--- config.mk ---
export PLATFORM = sky130hd
export DESIGN_NAME = dpgpio_top
export DESIGN_NICKNAME = d
export VERILOG_FILES = /design/src/dpgpio_pkg.sv /design/src/dpgpio_change.sv /design/src/dpgpio_sync.sv /design/src/dpgpio_top.sv
export SDC_FILE = /design/constraint.sdc
export NUM_CORES = 1
export LEC_CHECK = 0
export ABC_AREA = 1
export BUFFER_PORTS_ARGS = -buffer_cell sky130_fd_sc_hd__buf_2
export CAP_MARGIN = 40
export CORE_MARGIN = 2
export CORE_UTILIZATION = 47
export CTS_CLUSTER_DIAMETER = 100
export DETAILED_ROUTE_END_ITERATION = 16
export HOLD_SLACK_MARGIN = 0.05
export PLACE_DENSITY = 0.8
export SLEW_MARGIN = 40
export SYNTH_ARGS = -nofsm -noshare
export SYNTH_HDL_FRONTEND = slang
export SYNTH_SLANG_ARGS = --single-unit
--- constraint.sdc ---
create_clock -name pclk -period 2.1 [get_ports pclk]
set_input_delay 0.105 -clock pclk [delete_from_list [all_inputs] [get_ports pclk]]
set_output_delay 0.105 -clock pclk [all_outputs]
set_load 0.01 [all_outputs]
--- src/dpgpio_pkg.sv ---
// Purpose: constants for the dual-port GPIO block
// Assumes: APB with 32-bit data, register offsets as word indexes
// Notes: byte address is four times the register index
package dpgpio_pkg;
   localparam int unsigned DPGPIO_A_WIDTH = 5;
   localparam int unsigned DPGPIO_B_WIDTH = 8;
   localparam logic [7:0] DPGPIO_IDX_A_DATA = 8'h05;
   localparam logic [7:0] DPGPIO_IDX_B_DATA = 8'h06;
   localparam logic [7:0] DPGPIO_IDX_CONFIG = 8'h81;
   localparam logic [7:0] DPGPIO_IDX_A_DIR = 8'h85;
   localparam logic [7:0] DPGPIO_IDX_B_DIR = 8'h86;
   localparam logic [7:0] DPGPIO_IDX_STATUS = 8'h87;
   localparam logic [7:0] DPGPIO_IDX_SLEEP = 8'h88;
   localparam logic [7:0] DPGPIO_RST_CONFIG = 8'hFF;
   localparam logic [4:0] DPGPIO_RST_A_DIR = 5'h1F;
   localparam logic [7:0] DPGPIO_RST_B_DIR = 8'hFF;
   localparam int unsigned DPGPIO_PULLUP_BIT = 7;
   localparam int unsigned DPGPIO_ODRAIN_BIT = 4;
   localparam int unsigned DPGPIO_FLAG_BIT = 0;
   localparam int unsigned DPGPIO_WAKE_BIT = 1;
endpackage

--- src/dpgpio_change.sv ---
// Purpose: change detector on the monitored upper pins of the 8-bit port
// Assumes: pin levels already synchronised
// Notes: snapshot refreshed on every read or write of the port
`timescale 1ns/100ps
module dpgpio_change
(
   input wire logic pclk,
   input wire logic presetn,
   input wire logic [3:0] pin_level,
   input wire logic [3:0] dir_input,
   input wire logic port_access,
   input wire logic flag_clear,
   output logic port_change_flag_ff,
   output logic mismatch
);
   logic [3:0] snap_ff;
   wire [3:0] bit_mismatch;
   wire nxt_flag;

   assign bit_mismatch = (pin_level ^ snap_ff) & dir_input;
   assign mismatch = |bit_mismatch;
   // Set wins over clear while mismatch persists
   assign nxt_flag = mismatch | (port_change_flag_ff & ~flag_clear);

   always_ff @(posedge pclk or negedge presetn)
   begin
      if (!presetn)
      begin
         snap_ff <= 4'h0;
         port_change_flag_ff <= 1'b0;
      end
      else
      begin
         if (port_access)
         begin
            snap_ff <= pin_level;
         end
         port_change_flag_ff <= nxt_flag;
      end
   end
endmodule

--- src/dpgpio_sync.sv ---
// Purpose: two-flop synchroniser for a bus of pin levels
// Assumes: pins are asynchronous to pclk
// Notes: first stage read only by the second
`timescale 1ns/100ps
module dpgpio_sync
#(
   parameter int unsigned WIDTH = 8
)
(
   input wire logic pclk,
   input wire logic presetn,
   input wire logic [WIDTH-1:0] async_in,
   output logic [WIDTH-1:0] sync_out
);
   logic [WIDTH-1:0] meta_ff;

   always_ff @(posedge pclk or negedge presetn)
   begin
      if (!presetn)
      begin
         meta_ff <= '0;
         sync_out <= '0;
      end
      else
      begin
         meta_ff <= async_in;
         sync_out <= meta_ff;
      end
   end
endmodule

--- src/dpgpio_top.sv ---
// Purpose: two GPIO ports with pull-ups and change detection behind APB
// Assumes: pclk 100 MHz, pins asynchronous, sleep request from core
// Notes: one APB cycle stands for one instruction cycle
// Operation
// - First port is a five-bit output latch with a direction bit per pin.
// - First port direction one tristates the driver, zero drives the latch.
// - Data reads return pin levels; data writes load the output latch.
// - First port bit 4 is open drain, pulls only low, Schmitt input.
// - First port bit 4 also feeds the timer external clock input.
// - Unimplemented first port data and direction bits read as zero.
// - Second port is eight-bit bidirectional; direction one tristates, zero drives.
// - Clearing option bit 7 enables all second port weak pull-ups.
// - A second port pull-up is off whenever that pin is an output.
// - Pull-ups are disabled after power-on reset.
// - Change detection covers only upper four second port pins set as inputs.
// - Monitored pins compare with value captured at last port read or write; mismatches ORed.
// - Mismatch keeps setting the flag; software ends mismatch then clears.
// - The port change event can wake the device from sleep.
// - Second port bit 0 also serves as the external interrupt input.
// - Second port bits 6 and 7 carry serial programming clock and data.
// - Port writes are read-modify-write; input latch bits may take pin levels.
// - Writes act at cycle end; read data is sampled at cycle start; here both are taken at the edge that ends the setup phase.
//
// The APB interface to the registers was chosen for this implementation.
`timescale 1ns/100ps
module dpgpio_top
import dpgpio_pkg::*;
(
   input wire logic pclk,
   input wire logic presetn,
   input wire logic psel,
   input wire logic penable,
   input wire logic pwrite,
   input wire logic [11:0] paddr,
   input wire logic [31:0] pwdata,
   output logic [31:0] prdata,
   output logic pready,
   output logic pslverr,
   input wire logic [4:0] five_bit_port_in,
   output logic [4:0] five_bit_port_out,
   output logic [4:0] five_bit_port_oe,
   input wire logic [7:0] eight_bit_port_in,
   output logic [7:0] eight_bit_port_out,
   output logic [7:0] eight_bit_port_oe,
   output logic [7:0] eight_bit_pullup_en,
   input wire logic sleep_req,
   output logic timer_clock_in,
   output logic external_interrupt_pin,
   output logic serial_program_clock_pin,
   output logic serial_program_data_pin,
   output logic port_change_flag,
   output logic wake_up
);
   ////////////////////////////////////////////////////////////////////////
   // Registers and pin synchronisers
   logic [4:0] a_latch_ff;
   logic [4:0] a_dir_ff;
   logic [7:0] b_latch_ff;
   logic [7:0] b_dir_ff;
   logic [7:0] config_ff;
   logic sleep_ff;
   logic pready_ff;
   logic pslverr_ff;
   logic [31:0] prdata_ff;
   logic [4:0] a_pin_sync;
   logic [7:0] b_pin_sync;
   logic [4:0] a_pin_ff;
   logic [7:0] b_pin_ff;
   logic change_flag_int;
   logic change_mismatch;
   logic wake_ff;
   logic alt_ff;
   logic ext_int_ff;
   logic prog_clock_ff;
   logic prog_data_ff;
   logic change_out_ff;

   dpgpio_sync #(.WIDTH(DPGPIO_A_WIDTH)) u_sync_a
   (
      .pclk(pclk),
      .presetn(presetn),
      .async_in(five_bit_port_in),
      .sync_out(a_pin_sync)
   );

   dpgpio_sync #(.WIDTH(DPGPIO_B_WIDTH)) u_sync_b
   (
      .pclk(pclk),
      .presetn(presetn),
      .async_in(eight_bit_port_in),
      .sync_out(b_pin_sync)
   );

   ////////////////////////////////////////////////////////////////////////
   // Address decode
   function automatic logic hit(input logic [11:0] addr, input logic [7:0] idx);
      hit = (addr[11:2] == {2'b00, idx}) && (addr[1:0] == 2'b00);
   endfunction

   wire setup_phase;
   wire wr_en;
   wire rd_en;
   wire sel_a_data;
   wire sel_b_data;
   wire sel_config;
   wire sel_a_dir;
   wire sel_b_dir;
   wire sel_status;
   wire sel_sleep;
   wire sel_any;
   wire flag_clear;
   wire wake_clear;
   wire b_access;
   wire [31:0] rd_mux;

   wire wr_a_data;
   wire wr_b_data;
   wire wr_a_dir;
   wire wr_b_dir;
   wire wr_config;
   wire wr_sleep;

   // Zero-wait answer: pready rises in the first access cycle
   assign setup_phase = psel & ~penable;
   assign wr_en = setup_phase & pwrite;
   assign rd_en = setup_phase & ~pwrite;
   assign sel_a_data = hit(paddr, DPGPIO_IDX_A_DATA);
   assign sel_b_data = hit(paddr, DPGPIO_IDX_B_DATA);
   assign sel_config = hit(paddr, DPGPIO_IDX_CONFIG);
   assign sel_a_dir = hit(paddr, DPGPIO_IDX_A_DIR);
   assign sel_b_dir = hit(paddr, DPGPIO_IDX_B_DIR);
   assign sel_status = hit(paddr, DPGPIO_IDX_STATUS);
   assign sel_sleep = hit(paddr, DPGPIO_IDX_SLEEP);
   assign sel_any = sel_a_data | sel_b_data | sel_config | sel_a_dir | sel_b_dir | sel_status | sel_sleep;
   assign flag_clear = wr_en & sel_status & pwdata[DPGPIO_FLAG_BIT];
   assign b_access = setup_phase & sel_b_data;
   // Wake clears only together with the flag bit
   assign wake_clear = flag_clear & pwdata[DPGPIO_WAKE_BIT];
   // Per-register write strobes, taken at the setup edge
   assign wr_a_data = wr_en & sel_a_data;
   assign wr_b_data = wr_en & sel_b_data;
   assign wr_a_dir = wr_en & sel_a_dir;
   assign wr_b_dir = wr_en & sel_b_dir;
   assign wr_config = wr_en & sel_config;
   assign wr_sleep = wr_en & sel_sleep;

   // Data reads return pins, other reads return registers, unimplemented bits zero
   assign rd_mux = sel_a_data ? {27'h0, a_pin_sync} :
                   sel_b_data ? {24'h0, b_pin_sync} :
                   sel_config ? {24'h0, config_ff} :
                   sel_a_dir ? {27'h0, a_dir_ff} :
                   sel_b_dir ? {24'h0, b_dir_ff} :
                   sel_status ? {30'h0, wake_ff, change_flag_int} :
                   sel_sleep ? {31'h0, sleep_ff} :
                   32'h0;

   ////////////////////////////////////////////////////////////////////////
   // Register writes
   always_ff @(posedge pclk or negedge presetn)
   begin
      if (!presetn)
      begin
         a_latch_ff <= 5'h00;
         b_latch_ff <= 8'h00;
         a_dir_ff <= DPGPIO_RST_A_DIR;
         b_dir_ff <= DPGPIO_RST_B_DIR;
         config_ff <= DPGPIO_RST_CONFIG;
         sleep_ff <= 1'b0;
      end
      else
      begin
         // Whole byte written; software supplies read-modified value
         if (wr_a_data)
         begin
            a_latch_ff <= pwdata[4:0];
         end
         if (wr_b_data)
         begin
            b_latch_ff <= pwdata[7:0];
         end
         if (wr_a_dir)
         begin
            a_dir_ff <= pwdata[4:0];
         end
         if (wr_b_dir)
         begin
            b_dir_ff <= pwdata[7:0];
         end
         if (wr_config)
         begin
            config_ff <= pwdata[7:0];
         end
         if (wr_sleep)
         begin
            sleep_ff <= pwdata[0];
         end
         else if (wake_ff)
         begin
            sleep_ff <= 1'b0;
         end
         // Core may also request sleep directly
         else if (sleep_req)
         begin
            sleep_ff <= 1'b1;
         end
      end
   end

   ////////////////////////////////////////////////////////////////////////
   // APB answer
   always_ff @(posedge pclk or negedge presetn)
   begin
      if (!presetn)
      begin
         pready_ff <= 1'b0;
         pslverr_ff <= 1'b0;
         prdata_ff <= 32'h0;
      end
      else
      begin
         pready_ff <= setup_phase;
         pslverr_ff <= setup_phase & ~sel_any;
         prdata_ff <= rd_en ? rd_mux : 32'h0;
      end
   end

   ////////////////////////////////////////////////////////////////////////
   // Change detection and wake
   dpgpio_change u_change
   (
      .pclk(pclk),
      .presetn(presetn),
      .pin_level(b_pin_sync[7:4]),
      .dir_input(b_dir_ff[7:4]),
      .port_access(b_access),
      .flag_clear(flag_clear),
      .port_change_flag_ff(change_flag_int),
      .mismatch(change_mismatch)
   );

   wire nxt_wake;
   assign nxt_wake = (sleep_ff & change_mismatch) | (wake_ff & ~wake_clear);

   always_ff @(posedge pclk or negedge presetn)
   begin
      if (!presetn)
      begin
         wake_ff <= 1'b0;
      end
      else
      begin
         wake_ff <= nxt_wake;
      end
   end

   ////////////////////////////////////////////////////////////////////////
   // Pin drivers, pull-ups and alternate functions
   wire [4:0] a_oe;
   wire [4:0] a_out;
   wire [7:0] b_oe;
   wire [7:0] pull;

   generate
      for (genvar gi = 0; gi < DPGPIO_A_WIDTH; gi = gi + 1)
      begin : g_a_pin
         if (gi == DPGPIO_ODRAIN_BIT)
         begin : g_odrain
            // Open drain: drive only when latch is low
            assign a_oe[gi] = ~a_dir_ff[gi] & ~a_latch_ff[gi];
            assign a_out[gi] = 1'b0;
         end
         else
         begin : g_push_pull
            assign a_oe[gi] = ~a_dir_ff[gi];
            assign a_out[gi] = a_latch_ff[gi];
         end
      end
      // Second port drivers follow the direction bits
      for (genvar gj = 0; gj < DPGPIO_B_WIDTH; gj = gj + 1)
      begin : g_b_pin
         assign b_oe[gj] = ~b_dir_ff[gj];
         // Pull-up only while the pin is an input
         assign pull[gj] = ~config_ff[DPGPIO_PULLUP_BIT] & b_dir_ff[gj];
      end
   endgenerate

   always_ff @(posedge pclk or negedge presetn)
   begin
      if (!presetn)
      begin
         five_bit_port_out <= 5'h00;
         five_bit_port_oe <= 5'h00;
         eight_bit_port_out <= 8'h00;
         eight_bit_port_oe <= 8'h00;
         eight_bit_pullup_en <= 8'h00;
         a_pin_ff <= 5'h00;
         b_pin_ff <= 8'h00;
      end
      else
      begin
         five_bit_port_out <= a_out;
         five_bit_port_oe <= a_oe;
         eight_bit_port_out <= b_latch_ff;
         eight_bit_port_oe <= b_oe;
         eight_bit_pullup_en <= pull;
         a_pin_ff <= a_pin_sync;
         b_pin_ff <= b_pin_sync;
      end
   end

   always_ff @(posedge pclk or negedge presetn)
   begin
      if (!presetn)
      begin
         alt_ff <= 1'b0;
         ext_int_ff <= 1'b0;
         prog_clock_ff <= 1'b0;
         prog_data_ff <= 1'b0;
         change_out_ff <= 1'b0;
      end
      else
      begin
         // Alternate functions see pin levels, not the latch
         alt_ff <= a_pin_ff[DPGPIO_ODRAIN_BIT];
         ext_int_ff <= b_pin_ff[0];
         prog_clock_ff <= b_pin_ff[6];
         prog_data_ff <= b_pin_ff[7];
         change_out_ff <= change_flag_int;
      end
   end

   assign timer_clock_in = alt_ff;
   assign serial_program_data_pin = prog_data_ff;
   assign serial_program_clock_pin = prog_clock_ff;
   assign external_interrupt_pin = ext_int_ff;
   assign port_change_flag = change_out_ff;
   assign wake_up = wake_ff;
   assign prdata = prdata_ff;
   assign pready = pready_ff;
   assign pslverr = pslverr_ff;
endmodule

==> summary.md, run 1 <==
| Metric | Value |
|---|---|
| Status | complete, no violations |
| TritonCTS clock tree | yes |
| Worst-Skew Late Latency | 0.51 ns |
| Post-Synth Adder-Cell Area | 0% |
| Largest net degree at the start of global routing | 51 |
| I/O Buffers | 87 |
| Most common cell after layout, fill and taps aside | dfrtp_1 |
| Post-synthesis xor/xnor area fraction | 0.387% |
| Max-slew violations | 0 |
| Setup CP Type | in2reg |
| Antenna Nets Post-Route | 0 |
| Post-CTS resize count | 0 |
| Crit share post-route | 82.0% |
| Combinational family with the most area after synthesis | simple AND/OR/NAND/NOR gates |
| # Post-CTS Setup Buffers | 0 |
| Crit path max fanout | 3 |
| Distinct cells, synth | 33 |
| Int Pwr | 4440 uW |
| Critical Path End | sleep_ff |
| First-pass GRT wire length | 14.9 mm |
| Max-slew headroom | 61.5% |
| Clock Path Buffers | 2 |
| Slowest stage delay, CP | 0.54 ns |
| Setup slack, reg-to-reg | 0.69 ns |
| Final TNS setup | 0 ns |
| GP Congestion | 0.859 |
| Cell area power density | 935 mW/mm2 |
| R2R Path Start | u_sync_b.sync_out[6] |
| Via Count | 3136 |
| CP max-delay cell | dlygate4sd3_1 |
| Hold Vio Cnt, Final | 0 |
| Cts bufs inserted | 17 |
| WL/cell | 13.6 um |
| Io pins | 137 |
| Vias in the first global route | 3215 |
| Critical path launch point | paddr[10] |
| HPWL after DPL | 6.25 mm |
| Cell count after synthesis | 408 |
| Synthesized area | 0.00453 mm2 |
| Synth Register Bits | 119 |
| Mux share of post-synthesis cell area | 0% |
| Synth Area in Compound Gates | 9.51% |
| Die Height | 102 um |
| Site Rows | 35 |
| F_max | 581 MHz |
| CP top delay family | buffers and inverters |
| Grt ovf | 0 |
| Commonest cells after routing, fill and taps aside | 98 x dfrtp_1, 89 x nand2_1, 86 x buf_2 |
| WP buf/inv | 3 |
| Seq pwr share | 42.2% |
| Worst r2r dst | wake_up |
| Leakage | 0.00295 uW |
| Ant diodes | 0 |
| Peak VDD IR | 0.616 mV |
| Routed WL | 9.26 mm |
| P&R area growth vs syn | 31.3% |
| Residual DRC | 0 |
| Final cell count without fillers | 683 |
| Final Setup Violations | 0 |
| Die width | 102 um |
| Worst Hold Class | in2async |
| Net switching power | 1130 uW |
| WP depth | 9 |
| Worst reg2reg path depth | 4 |
| Synthesized-area fraction occupied by and/or/nand/nor cells | 14.8% |
| Max H-tree Level | 4 |
| # fillers | 737 |
| Syn avg cell area | 11.1 um2 |
| Reg clk slew, reported paths | 0.06 ns |
| Initial antenna violation count | 0 |
| Via density | 4.59 |
| WP data required | 2.48 ns |
| Worst Path Arrival | 2.11 ns |
| Layout Nets | 604 |
| 1st-iter DRT viols | 107 |
| Comb pwr share | 3.9% |
| Crit-path cells | dlygate4sd3_1 -> buf_2 -> nor2_1 -> nand3_1 -> nor3_1 -> nand2_1 -> nand2_1 -> dlygate4sd3_1 -> o21ai_0 |
| Switching share of power | 20.2% |
| RSZ-0062 raised after global routing | false |
| Sequential share of the synthesized area | 66.3% |
| Layout cells sized above 1 | 31.4% |
| Skew final | 0.00680 ns |
| Die area | 0.0104 mm2 |
| Initial Utilization | 48.8% |
| Core Area | 0.00928 mm2 |
| Minimum clock period | 1.72 ns |
| Placed Cells | 620 |
| Kind of end point of the critical path | flop |
| Worst hold slack | 0.144 ns |
| Syn. warnings | 0 |
| Clock power share | 53.8% |
| Critical Path Start Type | input port |
| Clk root buf | clkbuf_8 |
| DR pass1 iterations | 4 |
| Total GRT Usage | 19.2% |
| CTS Sinks | 119 |
| Max-cap viol count | 0 |
| Worst-Margin Slew | 0.578 ns |
==> kinds of logic (layout without fill, tap and decap cells) <==
group           count (synthesis)  after routing
compound gates                 68             68
flops                         119            119
buf+inv                        77            199
simple gates                  141            141
xor+xnor                        2              2
other cells                     1             25
==> metrics by stage <==
| stage | setup WS [ns] | utilization (%) | total power (uW) | area, um2 |
|---|---|---|---|---|
| after floorplan | 0.929 | - | 2480 | 4620 |
| after global placement | 0.628 | 54.1 | 2560 | 5020 |
| after global routing | 0.254 | 64.1 | 5740 | 5950 |
| final | 0.378 | 64.1 | 5560 | 5950 |
| after CTS | 0.425 | 64.1 | 5600 | 5950 |
| after detailed placement | 0.571 | 54.1 | 2570 | 5020 |
==> how the worst min path moves through the flow <==
| stage | slack (ns) | endpoint | from |
|---|---|---|---|
| finish | 0.14 | u_sync_b.meta_ff[7] | presetn |
| global route | 0.19 | u_sync_b.meta_ff[6] | presetn |
| global placement | 0.13 | u_sync_b.meta_ff[7] | presetn |
| floorplan | -0.19 | a_latch_ff[0] | presetn |
| detailed placement | 0.15 | u_sync_b.meta_ff[7] | presetn |
| CTS | 0.12 | u_change.port_change_flag_ff | paddr[4] |
==> worst reg2reg max path: stages (launching register included) <==
cell and delay [ns]:
dfrtp_1 0.41, xnor2_1 0.21, o22ai_1 0.10, a211oi_1 0.38, o21ai_0 0.16
==> registers in the layout (all words and copies together) (netlist names), 3 cells and up <==
register / flops
b_pin_ff: 3
b_dir_ff: 8
a_dir_ff: 5
b_latch_ff: 8
u_sync_a.meta_ff: 5
prdata: 8
config_ff: 8
a_latch_ff: 5
eight_bit_port_out: 8
u_sync_a.sync_out: 5
u_sync_b.meta_ff: 8
five_bit_port_out: 4
u_change.snap_ff: 4
eight_bit_port_oe: 8
eight_bit_pullup_en: 8
u_sync_b.sync_out: 8
five_bit_port_oe: 5
==> Yosys cell counts <==
master | n | area [um2]
o21ai_0 | 33 | 165
o22ai_1 | 1 | 6.26
nor2_2 | 2 | 12.5
a21oi_1 | 8 | 40.0
clkbuf_1 | 1 | 3.75
nand2_4 | 4 | 45.0
nor2_8 | 1 | 20.0
nand3b_1 | 1 | 7.51
xnor2_1 | 2 | 17.5
nor4_1 | 1 | 6.26
nand2_1 | 89 | 334
nand4_1 | 2 | 12.5
nor2_4 | 3 | 33.8
nand2_2 | 2 | 12.5
inv_1 | 45 | 169
nand4_2 | 1 | 12.5
nand3_2 | 2 | 20.0
buf_4 | 25 | 188
buf_2 | 2 | 10.0
nor3_4 | 1 | 16.3
o211ai_1 | 6 | 45.0
dfstp_2 | 21 | 552
dfrtp_1 | 98 | 2450
o21ai_2 | 17 | 149
nor3_1 | 2 | 10.0
nor2_1 | 21 | 78.8
o221ai_1 | 2 | 17.5
a211oi_1 | 1 | 7.51
nand3_1 | 8 | 40.0
conb_1 | 1 | 3.75
inv_2 | 2 | 7.51
nor3_2 | 1 | 10.0
buf_6 | 2 | 22.5
==> power by group through the flow <==
stage                     Clock, uW  Combinational (uW)  Sequential [uW]
after floorplan                   0                97.7             2390
after detailed placement          0                 178             2390
final                          2990                 219             2350
after CTS                      3030                 220             2350
after global routing           3150                 246             2350
after global placement            0                 173             2380
==> cell type report <==
cell class,count,area [um2],share of cell area (%)
sequential,119,3000,50.5
inverter,47,176,2.97
tap,129,161,2.71
clock inverter,8,145,2.44
multi-input combinational,236,1210,20.4
timing repair buffer,120,776,13.0
clock buffer,24,470,7.91
==> layer usage <==
| metal | vias up | global-route usage (%) | wire length [um] |
|---|---|---|---|
| li1 | 1515 | - | - |
| met1 | 1499 | 23.8 | 3940 |
| met2 | 108 | 31.9 | 4730 |
| met3 | 14 | 5.61 | 472 |
| met4 | 0 | 7.38 | 120 |
| met5 | - | 0 | 0 |
==> repair_timing <==
action | CTS | global route
endpoints found under the hold margin | 102 | 0
hold buffers | 31 | 0
setup endpoints to repair | 0 | 0
Power figures use the tool's default switching activity.
==> inputs of run 2 (changes only) <==
--- a/config.mk
+++ b/config.mk
@@ -5,15 +5,15 @@
 export SDC_FILE = /design/constraint.sdc
 export NUM_CORES = 1
 export LEC_CHECK = 0
-export ABC_AREA = 1
+export ABC_AREA = 0
 export BUFFER_PORTS_ARGS = -buffer_cell sky130_fd_sc_hd__buf_2
 export CAP_MARGIN = 40
 export CORE_MARGIN = 2
-export CORE_UTILIZATION = 47
+export CORE_UTILIZATION = 46
 export CTS_CLUSTER_DIAMETER = 100
 export DETAILED_ROUTE_END_ITERATION = 16
 export HOLD_SLACK_MARGIN = 0.05
-export PLACE_DENSITY = 0.8
+export PLACE_DENSITY = 0.81
 export SLEW_MARGIN = 40
 export SYNTH_ARGS = -nofsm -noshare
 export SYNTH_HDL_FRONTEND = slang
==> constraint.sdc (replaced) <==
create_clock -name pclk -period 1.5 [get_ports pclk]
set_input_delay 0.075 -clock pclk [delete_from_list [all_inputs] [get_ports pclk]]
set_output_delay 0.075 -clock pclk [all_outputs]
set_load 0.01 [all_outputs]
==> run 2 against run 1 <==
  * Flip-flop and latch count unchanged
  * Worst hold slack worse by 0.074 ns
  * Global-route usage up 2.0 points
  * Critical path type is now reg2reg
==> summary.md, run 2 <==
| Metric | Value |
|---|---|
| Status | complete, no violations |
| Critical Path Start Type | flop |
| Mux share of post-synthesis cell area | 10.1% (+10 points) |
| Peak VDD IR | 0.692 mV (+12%) |
| Wire length on met2 | 5.43 mm (+15%) |
| Slowest stage delay, CP | 0.36 ns (-0.18 ns) |
| Synthesized-area fraction occupied by and/or/nand/nor cells | 9.98% (-4.9 points) |
| TritonCTS clock tree | yes |
| FFs w/ async S/R, synth | 100% (unchanged) |
| Grt ovf | 0 (unchanged) |
| Worst-Skew Late Latency | 0.51 ns (about the same) |
| Setup CP Type | reg2reg |
| WP data required | 1.90 ns (-0.58 ns) |
| Syn. warnings | 0 (unchanged) |
| Synth area leader | dfrtp_1 |
| GP Congestion | 0.982 (+14%) |
| Site Rows | 36 (+2.9%) |
| Antenna Nets Post-Route | 0 (unchanged) |
| Top post-synthesis cells by count | 98 x dfrtp_1, 38 x mux2_2, 25 x buf_4 |
| P&R area growth vs syn | 38.3% |
| Count leader, synth | dfrtp_1 |
| CTS Sinks | 119 (unchanged) |
| Most common flop cell mapped by yosys | dfrtp_1 |
| F_max | 679 MHz |
| Total GRT Usage | 21.1% (+2.0 points) |
| Clock Path Buffers | 2 (unchanged) |
| Initial antenna violation count | 0 (unchanged) |
| Syn avg cell area | 13.9 um2 (+25%) |
| Cell area power density | 1200 mW/mm2 (+28%) |
| Largest net degree at the start of global routing | 43 (-16%) |
| Routed WL | 10.5 mm (+14%) |
| Vias in the first global route | 3285 (+2.2%) |
| Crit-path cells | mux2_2 -> o32ai_2 -> a2111oi_4 -> buf_4 -> o21a_1 |
| Worst hold slack | 0.0703 ns (-0.0737 ns) |
| Via density | 4.98 (+8.4%) |
| Worst Hold Class | in2reg |
| Synth top area share | 54.2% (about the same) |
| Max H-tree Level | 4 (unchanged) |
| CP max-delay cell | dfstp_2 |
| # fillers | 698 (-5.3%) |
| Final TNS setup | 0 ns (unchanged) |
| Sequential share of the synthesized area | 66.4% (about the same) |
| Die area | 0.0106 mm2 (+2.0%) |
| HPWL after DPL | 6.88 mm (+10%) |
| Most common cell after layout, fill and taps aside | dfrtp_1 |
| Layout Nets | 555 (-8.1%) |
| Main area contributors after synthesis | dfrtp_1 54%, dfstp_2 12%, mux2_2 9.5%, buf_4 4.1%, inv_1 1.5% |
| Layout cells sized above 1 | 44.6% (+13 points) |
| Kind of end point of the critical path | flop |
| Die Height | 103 um (+1.0%) |
| Synthesized area | 0.00453 mm2 (about the same) |
| Metal1 wirelength | 4.20 mm (+6.7%) |
| Worst-Margin Slew | 0.639 ns (+0.0612 ns) |
| Max-slew headroom | 56.8% (-4.7 points) |
| Post-Synth Adder-Cell Area | 0% (unchanged) |
| Metal3 WL | 620 um (+31%) |
| Combinational family with the most area after synthesis | multiplexers |
| Minimum clock period | 1.47 ns |
| Ant diodes | 0 (unchanged) |
| WL/cell | 16.5 um (+22%) |
| I/O Buffers | 87 (unchanged) |
| Reg clk slew, reported paths | 0.05 ns (about the same) |
| Number of synthesized flops with an enable pin | 0 (unchanged) |
| Cts bufs inserted | 17 (unchanged) |
| Hold Vio Cnt, Final | 0 (unchanged) |
| Post-synthesis xor/xnor area fraction | 0.774% (+0.39 points) |
| Synth Register Bits | 119 (unchanged) |
| Core Area | 0.00964 mm2 (+3.8%) |
| Max-cap viol count | 0 (unchanged) |
| 1st-iter DRT viols | 295 (+180%) |
| Max-slew violations | 0 (unchanged) |
| Distinct cells, synth | 57 (+73%) |
| First-pass GRT wire length | 16.6 mm (+11%) |
| Crit path max fanout | 2 (-1) |
| Die width | 103 um (+1.0%) |
| Leakage | 0.00298 uW (+1.1%) |
| Via Count | 3176 (+1.3%) |
| Clk root buf | clkbuf_8 |
| Synth Area in Compound Gates | 6.41% (-3.1 points) |
| Cell count after synthesis | 325 (-20%) |
| Commonest cells after routing, fill and taps aside | 98 x dfrtp_1, 84 x buf_2, 37 x mux2_2 |
| Total power | 7500 uW (+35%) |
| Initial Utilization | 46.9% (-1.8 points) |
| Max layer used | met4 |
| Skew final | 0.00632 ns (-0.000485 ns) |
| DR pass1 iterations | 4 (unchanged) |
| Worst Path Arrival | 1.87 ns (-0.24 ns) |
| Residual DRC | 0 (unchanged) |
| Io pins | 137 (unchanged) |
| Crit share post-route | 98.2% |
| Final Setup Violations | 0 (unchanged) |
run 2: cell families (layout without fill, tap and decap cells):
kind of cell | count (synthesis) | in the layout
AOI/OAI and AO/OA | 40 | 40
xor gates and xnor gates | 4 | 4
buffers and inverters | 50 | 206
DFF | 119 | 119
muxes | 41 | 41
other | 1 | 25
and+or+nand+nor | 70 | 70
run 2: layer usage:
metal  vias up  global-route usage (%)
met5         -                       0
met4         0                    8.91
met3        34                    5.98
met2       143                    34.8
met1      1576                    26.4
li1       1423                       -
run 2: path summary, 6_finish.rpt:
| kind | startpoint | to | slack, ns | depth (start not counted) |
|---|---|---|---|---|
| min reg2reg | u_sync_a.meta_ff[4] | u_sync_a.sync_out[4] | 0.34 | 0 |
| min | paddr[10] | u_change.port_change_flag_ff | 0.07 | 5 |
| max reg2reg | config_ff[0] | prdata[0] | 0.03 | 5 |
| min in group asynchronous | presetn | b_dir_ff[6] | 0.16 | 2 |
| max | config_ff[0] | prdata[0] | 0.03 | 5 |
| max in group asynchronous | presetn | prdata[6] | 0.35 | 3 |
run 2: repair_timing:
item	in CTS	in global routing
pin swaps	1	3
endpoints found under the setup margin	1	17
setup buffers	0	1
gates resized for setup	2	7
endpoints found under the hold margin	176	0
hold buffers	33	0
run 2: report_power, final:
part           internal, uW  leakage, uW  switching [uW]
Combinational           192      0.00127             256
Clock                  2430     0.000272            1310
Sequential             3280      0.00144            26.1
Total                  5900      0.00298            1600
run 2: cell type report:
type / count / area [um2] / area share (%)
clock buffers: 23 / 457 / 7.30
repair buffers: 156 / 1090 / 17.5
clock inverters: 9 / 100 / 1.60
flip-flops and latches: 119 / 3000 / 48.0
multi-input cells: 180 / 1370 / 21.9
inverters: 18 / 67.6 / 1.08
well taps: 133 / 166 / 2.66
run 2: worst max-delay path: cells and delay by family, from the launching register on:
kind	cells	cell delay (ns)
AO/OA/AOI/OAI	3	0.58
buffers and inverters	1	0.15
flip-flops	1	0.36
multiplexers	1	0.26
run 2: metrics by stage:
stage | util [%] | instances | worst slack (ns) | instance area (um2)
after global routing | 64.9 | 638 | -0.00520 | 6260
after detailed placement | 55.4 | 575 | -0.265 | 5340
after global placement | 55.4 | 575 | -0.188 | 5340
after floorplan | - | 349 | -0.00273 | 4620
final | 64.9 | 638 | 0.0276 | 6260
after CTS | 64.7 | 640 | 0.00260 | 6230
